### config.mk
export PLATFORM = sky130hd
export DESIGN_NAME = cmp_regs
export DESIGN_NICKNAME = d
export VERILOG_FILES = /design/src/rtl/cmp_pkg.sv /design/src/rtl/cmp_route_if.sv /design/src/rtl/cmp_route.sv /design/src/rtl/cmp_regs.sv
export SDC_FILE = /design/constraint.sdc
export NUM_CORES = 1
export LEC_CHECK = 0
export ABC_AREA = 1
export BUFFER_PORTS_ARGS = -buffer_cell sky130_fd_sc_hd__buf_4
export CAP_MARGIN = 20
export CORE_AREA = 2 2 61 63
export DETAILED_ROUTE_END_ITERATION = 8
export DIE_AREA = 0 0 63 65
export PLACE_DENSITY_LB_ADDON = 0.08
export SYNTH_ARGS = -nofsm -noshare
export SYNTH_HDL_FRONTEND = slang
export SYNTH_SLANG_ARGS = --single-unit
export TNS_END_PERCENT = 20
### constraint.sdc
create_clock -name clk -period 1.9 [get_ports clk]
set_clock_uncertainty 0.2 [all_clocks]
set_input_delay 0.285 -clock clk [delete_from_list [all_inputs] [get_ports clk]]
set_output_delay 0.285 -clock clk [all_outputs]
set_load 0.02 [all_outputs]
### src/rtl/cmp_pkg.sv
// Package of register layout and constants for the comparator register bank
package cmp_pkg;
    localparam int          NUM_CMP        = 3;
    localparam int          AW             = 4;
    localparam int          DW             = 16;
    // Register offsets
    localparam logic [3:0]  OFS_CTRL1      = 4'h0;
    localparam logic [3:0]  OFS_CTRL2      = 4'h1;
    localparam logic [3:0]  OFS_CTRL3      = 4'h2;
    localparam logic [3:0]  OFS_STATUS     = 4'h3;
    localparam logic [3:0]  OFS_IRQ_STAT   = 4'h4;
    localparam logic [3:0]  OFS_IRQ_CLR    = 4'h5;
    localparam logic [3:0]  OFS_IRQ_EN     = 4'h6;
    // Control register field positions
    localparam int          CTL_EVT_BIT    = 9;
    localparam int          CTL_OUT_BIT    = 8;
    localparam int          CTL_REF_BIT    = 4;
    localparam int          CTL_CCH_LSB    = 0;
    // Status register field positions
    localparam int          ST_IDL_BIT     = 15;
    localparam int          ST_EVT_LSB     = 8;
    localparam int          ST_OUT_LSB     = 0;
    // Reset values
    localparam logic [15:0] CTRL_RST       = 16'h0000;
    localparam logic [15:0] STATUS_RST     = 16'h0000;
    localparam logic [2:0]  IRQ_RST        = 3'h0;
    // Inverting input channel codes
    localparam logic [1:0]  CCH_PIN_B      = 2'h0;
    localparam logic [1:0]  CCH_PIN_C      = 2'h1;
    localparam logic [1:0]  CCH_PIN_D      = 2'h2;
    localparam logic [1:0]  CCH_REF        = 2'h3;
    // Route selects towards the analog side
    typedef enum logic [1:0] {
        CMP_INV_PIN_B = 2'h0,
        CMP_INV_PIN_C = 2'h1,
        CMP_INV_PIN_D = 2'h3,
        CMP_INV_REF   = 2'h2
    } cmp_inv_sel_t;
endpackage : cmp_pkg

### src/rtl/cmp_route_if.sv
// Interface carrying one comparator's register fields to its router
`timescale 1ns/1ps
interface cmp_route_if;
    logic               ref_sel;
    logic [1:0]         cch;
    logic               noninv_ref;
    cmp_pkg::cmp_inv_sel_t inv_sel;
    modport ctl (output ref_sel, output cch, input noninv_ref, input inv_sel);
    modport rte (input ref_sel, input cch, output noninv_ref, output inv_sel);
endinterface : cmp_route_if

### src/rtl/cmp_route.sv
// Input route decoder for one comparator
`timescale 1ns/1ps
module cmp_route (
    cmp_route_if.rte    rt
);
    import cmp_pkg::*;

    // Non-inverting: 1 selects internal reference, 0 selects pin A
    assign rt.noninv_ref = rt.ref_sel;

    // Inverting channel decode
    assign rt.inv_sel = (rt.cch == CCH_REF)   ? CMP_INV_REF   :
                        (rt.cch == CCH_PIN_D) ? CMP_INV_PIN_D :
                        (rt.cch == CCH_PIN_C) ? CMP_INV_PIN_C : CMP_INV_PIN_B;
endmodule : cmp_route

### src/rtl/cmp_regs.sv
// Comparator control, status and interrupt register bank
//
// The register offsets and the strobed register port are this design's own decisions.
`timescale 1ns/1ps
// Summary of operation
// - When the idle-halt bit 15 of the status register is 1, all comparators stop in Idle.
// - Status bits 10..8 mirror the event flags (control bit 9) of comparators 3..1.
// - Status bits 2..0 mirror the outputs (control bit 8) of comparators 3..1.
// - The mirrored event and output bits change by hardware only, never by software.
// - Status bits 14..11 and 7..3 always read as zero.
// - Control bit 4 routes the non-inverting input to the reference (1) or pin A (0).
// - Control bits 1:0 route the inverting input: 11 ref, 10 pin D, 01 pin C, 00 pin B.
// - Control bits 3 and 2 always read as zero.
module cmp_regs (
    // Clock and reset
    input  wire logic                    clk,
    input  wire logic                    rst,
    // Register port
    input  wire logic [cmp_pkg::AW-1:0]  addr,
    input  wire logic [cmp_pkg::DW-1:0]  wdata,
    input  wire logic                    wr,
    input  wire logic                    rd,
    output logic      [cmp_pkg::DW-1:0]  rdata,
    // Comparator cores
    input  wire logic [2:0]              cmp_out,
    input  wire logic [2:0]              cmp_evt,
    input  wire logic                    idle_mode,
    output logic      [2:0]              cmp_run,
    output logic      [2:0]              noninv_ref,
    output logic      [5:0]              inv_sel,
    // Interrupt
    output logic                         irq
);
    import cmp_pkg::*;

    // Register state
    logic       [2:0]  ref_ff;
    logic       [5:0]  cch_ff;
    logic       [2:0]  out_ff;
    logic       [2:0]  evt_ff;
    logic              idl_ff;
    logic       [2:0]  ist_ff;
    logic       [2:0]  ien_ff;
    logic       [15:0] rdata_ff;
    logic              irq_ff;
    logic       [2:0]  run_ff;
    logic       [2:0]  nref_ff;
    logic       [5:0]  isel_ff;
    logic       [15:0] nxt_rdata;
    logic       [2:0]  nxt_ist;
    logic       [2:0]  evt_rise;
    logic       [2:0]  wr_ctrl;
    logic       [15:0] ctrl_rd [NUM_CMP];
    logic       [15:0] status_rd;
    logic       [2:0]  rt_nref;
    logic       [5:0]  rt_isel;

    // Control register read image
    function automatic logic [15:0] ctrl_word(input logic e, input logic o,
                                              input logic r, input logic [1:0] c);
        logic [15:0] w;
        w = 16'h0000;
        w[CTL_EVT_BIT] = e;
        w[CTL_OUT_BIT] = o;
        w[CTL_REF_BIT] = r;
        w[CTL_CCH_LSB +: 2] = c;
        return w;
    endfunction : ctrl_word

    // Per-comparator write decode, read image and route decoder
    genvar g;
    generate
        for (g = 0; g < NUM_CMP; g++) begin : g_cmp
            cmp_route_if rif ();
            assign rif.ref_sel = ref_ff[g];
            assign rif.cch     = cch_ff[2*g +: 2];
            assign rt_nref[g]       = rif.noninv_ref;
            assign rt_isel[2*g +: 2] = rif.inv_sel;
            cmp_route u_route (
                .rt (rif.rte)
            );
            assign wr_ctrl[g] = wr && (addr == OFS_CTRL1 + 4'(g));
            assign ctrl_rd[g] = ctrl_word(evt_ff[g], out_ff[g], ref_ff[g],
                                          cch_ff[2*g +: 2]);
        end
    endgenerate

    // Status image: unimplemented bits zero
    assign status_rd = {idl_ff, 4'h0, evt_ff, 5'h00, out_ff};

    // Read mux
    assign nxt_rdata = (addr == OFS_CTRL1)    ? ctrl_rd[0] :
                       (addr == OFS_CTRL2)    ? ctrl_rd[1] :
                       (addr == OFS_CTRL3)    ? ctrl_rd[2] :
                       (addr == OFS_STATUS)   ? status_rd  :
                       (addr == OFS_IRQ_STAT) ? {13'h0000, ist_ff} :
                       (addr == OFS_IRQ_EN)   ? {13'h0000, ien_ff} : 16'h0000;

    // Event sticky bits: set wins over clear
    assign evt_rise = cmp_evt & ~evt_ff;
    assign nxt_ist  = (ist_ff & ~((wr && addr == OFS_IRQ_CLR) ? wdata[2:0] : 3'h0))
                      | evt_rise;

    // Writable control fields
    always_ff @(posedge clk) begin
        if (rst) begin
            ref_ff <= {NUM_CMP{CTRL_RST[CTL_REF_BIT]}};
            cch_ff <= {NUM_CMP{CTRL_RST[CTL_CCH_LSB +: 2]}};
        end else begin
            for (int i = 0; i < NUM_CMP; i++) begin
                if (wr_ctrl[i]) begin
                    ref_ff[i]         <= wdata[CTL_REF_BIT];
                    cch_ff[2*i +: 2]  <= wdata[CTL_CCH_LSB +: 2];
                end
            end
        end
    end

    // Status idle bit and hardware mirrors
    always_ff @(posedge clk) begin
        if (rst) begin
            idl_ff <= STATUS_RST[ST_IDL_BIT];
            out_ff <= STATUS_RST[ST_OUT_LSB +: 3];
            evt_ff <= STATUS_RST[ST_EVT_LSB +: 3];
        end else begin
            if (wr && addr == OFS_STATUS) begin
                idl_ff <= wdata[ST_IDL_BIT];
            end
            out_ff <= cmp_out;
            evt_ff <= cmp_evt;
        end
    end

    // Interrupt status and enable
    always_ff @(posedge clk) begin
        if (rst) begin
            ist_ff <= IRQ_RST;
            ien_ff <= IRQ_RST;
        end else begin
            ist_ff <= nxt_ist;
            if (wr && addr == OFS_IRQ_EN) begin
                ien_ff <= wdata[2:0];
            end
        end
    end

    // Registered outputs
    always_ff @(posedge clk) begin
        if (rst) begin
            rdata_ff <= 16'h0000;
            irq_ff   <= 1'b0;
            run_ff   <= 3'h0;
            nref_ff  <= 3'h0;
            isel_ff  <= 6'h00;
        end else begin
            rdata_ff <= rd ? nxt_rdata : 16'h0000;
            irq_ff   <= |(nxt_ist & ien_ff);
            run_ff   <= (idl_ff && idle_mode) ? 3'h0 : 3'h7;
            nref_ff  <= rt_nref;
            isel_ff  <= rt_isel;
        end
    end

    assign rdata      = rdata_ff;
    assign irq        = irq_ff;
    assign cmp_run    = run_ff;
    assign noninv_ref = nref_ff;
    assign inv_sel    = isel_ff;
endmodule : cmp_regs

==> summary.md <==
| Metric | Value |
|---|---|
| Distinct cell type count after synthesis | 25 |
| Yosys reg bits | 41 |
| Setup CP Type | reg -> out |
| Worst reg2reg setup slack | 0.73 ns |
| Startpoint types | register |
| Crit path from | cmp_run[1] |
| Number of flops mapped to enable cells by yosys | 0 |
| Max-Cap Viols | 0 |
| Share of cells above drive strength 1 | 21.1% |
| Critical Path RT | 1.41 ns |
| Synth area leaders | dfxtp_1 (48%), nand2_1 (7.0%), inv_1 (6.7%), nand3_1 (6.1%), nor2_1 (5.4%) |
| Vias in the first global route | 1409 |
| Row count | 22 |
| Wire length of the first global-routing pass | 5980 um |
| Ys async rst share | 0% |
| Share of the synthesized area in the top cell type | 47.6% |
| Area leader, netlist | dfxtp_1 |
| Commonest non-fill, non-tap cells in the layout | dfxtp_1 (41), buf_4 (41), nand2_1 (32) |
| CTS tree | built |
| Starting Density | 49.3% |
| Chip Height | 65 um |
| DP HPWL | 2570 um |
| Fin. Hold Viols | 0 |
| GRT Util Overall | 18.8% |
| Routed len/inst | 11.0 um |
| Critical Path Sink Type | primary output |
| Detailed-route via count | 1478 |
| Syn Inst Count | 222 |
| Total chip power | 1480 uW |
| Clock-pin slew on the worst setup and hold paths | 0.11 ns |
| Ys Warns | 0 |
| Clk_lat worst skew | 0.34 ns |
| Worst slack at placement | 0.286 ns |
| Fill cells | 332 |
| CP Cell Sequence | buf_4 |
| Clock Path Buffers | 2 |
| Netlist area before placement | 0.00172 mm2 |
| Num CTS Buffers | 5 |
| Drt initial violations | 65 |
| Final #Nets | 306 |
| DR pass1 iterations | 4 |
| Unrepaired setup endpoints after global routing | no |
| Crit. path cell count | 1 |
| Slew Limit Fails | 0 |
| Area of the die | 0.00410 mm2 |
| Util after Layout | 61.1% |
| Crit-path max cell delay | 0.36 ns |
| # port buffers | 40 |
| CTS sink cnt | 41 |
| Buf+Inv Stages, Crit Path | 1 |
| Largest net degree at the start of global routing | 23 |
| Dominant synthesized flop cell | dfxtp_1 |
| Total grt overflow | 0 |
| Kind of cell adding the most delay to the critical path | flip-flops |
| Max Freq | 0.756 GHz |
| Initial antenna violation count | 0 |
| Setup Viol. Count Final | 0 |
| Final period utilization | 69.6% |
| Peak supply drop | 373 uV |
| DRC | 0 |
| Antenna-violating nets left | 0 |
| FF-to-FF End | inv_sel[2] |
| Min Clock Period, post-route | 1.32 ns |
| GPL Wtd Cong | 0.794 |
| I/O pin cnt | 60 |
| H-tree Lvls | 2 |
| Post-synthesis sequential area ratio | 47.6% |
| Worst reg-to-reg path cell count | 3 |
| PnR worst setup slack | 0.577 ns |
| Worst-path fanout max | 3 |
| Setup TNS | 0 ns |
| Reg-to-Reg Start | cch_ff[2] |
| Area grow syn2layout | 23.9% |
| Worst Setup EP | cmp_run[0] |
| Core Region | 0.00350 mm2 |
| HP Class | in -> reg |
| Crit path DAT | 0.84 ns |
| Diodes inserted | 0 |
| Clk root buf | clkbuf_4 |
| Routed Wire Length | 3510 um |
| Via density | 4.65 |
| Status | completed |
| Synth Area per Inst | 7.77 um2 |
| Crit-path slowest cell | dfxtp_1 |
| Die Span X | 63 um |
| PD cells | 692 mW/mm2 |
| Leak Pwr | 0.00102 uW |
==> power by group <==
group | internal (uW) | switching, uW | total, uW | leakage [uW]
clock | 148 | 255 | 403 | 0.0000265
combinational | 71.6 | 109 | 181 | 0.000657
sequential | 884 | 11.7 | 895 | 0.000334
==> sequential cells by signal, indices dropped and copies added (netlist names) <==
name / count
inv_sel: 6
ien_ff: 3
ist_ff: 3
cch_ff: 6
evt_ff: 3
cmp_run: 1
irq: 1
idl_ff: 1
ref_ff: 3
out_ff: 3
noninv_ref: 3
rdata: 8
==> synth_stat cells (2+ instances only) <==
master,count
inv_2,3
nand3_1,21
nand2_1,32
nor2_1,25
ha_1,6
dfxtp_1,41
nand2_2,2
nor3_1,5
o21ai_0,11
a21oi_1,17
inv_1,31
o22ai_1,2
buf_4,11
o21ai_1,2
buf_2,2
nor2_4,2
==> metal layers <==
metal	up-vias	wire length (um)	track usage, %	share of wire (%)
li1	775	-	-	-
met1	662	1670	22.7	48
met2	35	1630	31.5	46
met3	6	162	5.73	4.6
met4	0	52	6.67	1.5
met5	-	0	0	0
==> area by class of cell <==
cell class                 instances  area [um2]  share of cell area, %
sequential                        41         821                   38.4
multi-input combinational        138         697                   32.6
timing repair buffer              48         378                   17.7
inverter                          35         133                   6.21
tap                               48        60.1                   2.81
clock buffer                       8        48.8                   2.28
==> worst min-delay path by stage <==
stage	from	end	slack, ns	cells after the start
floorplan	rst	evt_ff[0]	0.17	1
CTS	wdata[2]	ist_ff[2]	0.00009	4
detailed placement	idl_ff	cmp_run[1]	0.23	1
global placement	idl_ff	cmp_run[1]	0.22	1
global route	wdata[2]	ist_ff[2]	0.01	4
finish	wdata[2]	ist_ff[2]	0.01	4
==> cell families after synthesis <==
| kind of cell | share of synthesized area (%) |
|---|---|
| compound gates | 9.80 |
| fa+ha+maj | 4.35 |
| buf+inv | 13.5 |
| flops | 47.6 |
| other cells | 0.217 |
| simple gates | 24.5 |
==> metrics by stage <==
step | area [um2] | hold slack, ns | cells
after floorplan | 1750 | 0.168 | 229
after global placement | 2020 | 0.218 | 303
after detailed placement | 2020 | 0.225 | 303
after CTS | 2140 | 0.0000857 | 318
after global routing | 2140 | 0.0104 | 318
final | 2140 | 0.0109 | 318
==> repair_timing <==
| action | CTS | global route |
|---|---|---|
| endpoints found under the hold margin | 7 | 0 |
| gates resized for setup | 0 | 0 |
| setup buffers | 0 | 0 |
| hold buffers | 7 | 0 |
Note: power is estimated with default switching activity, not from simulation.
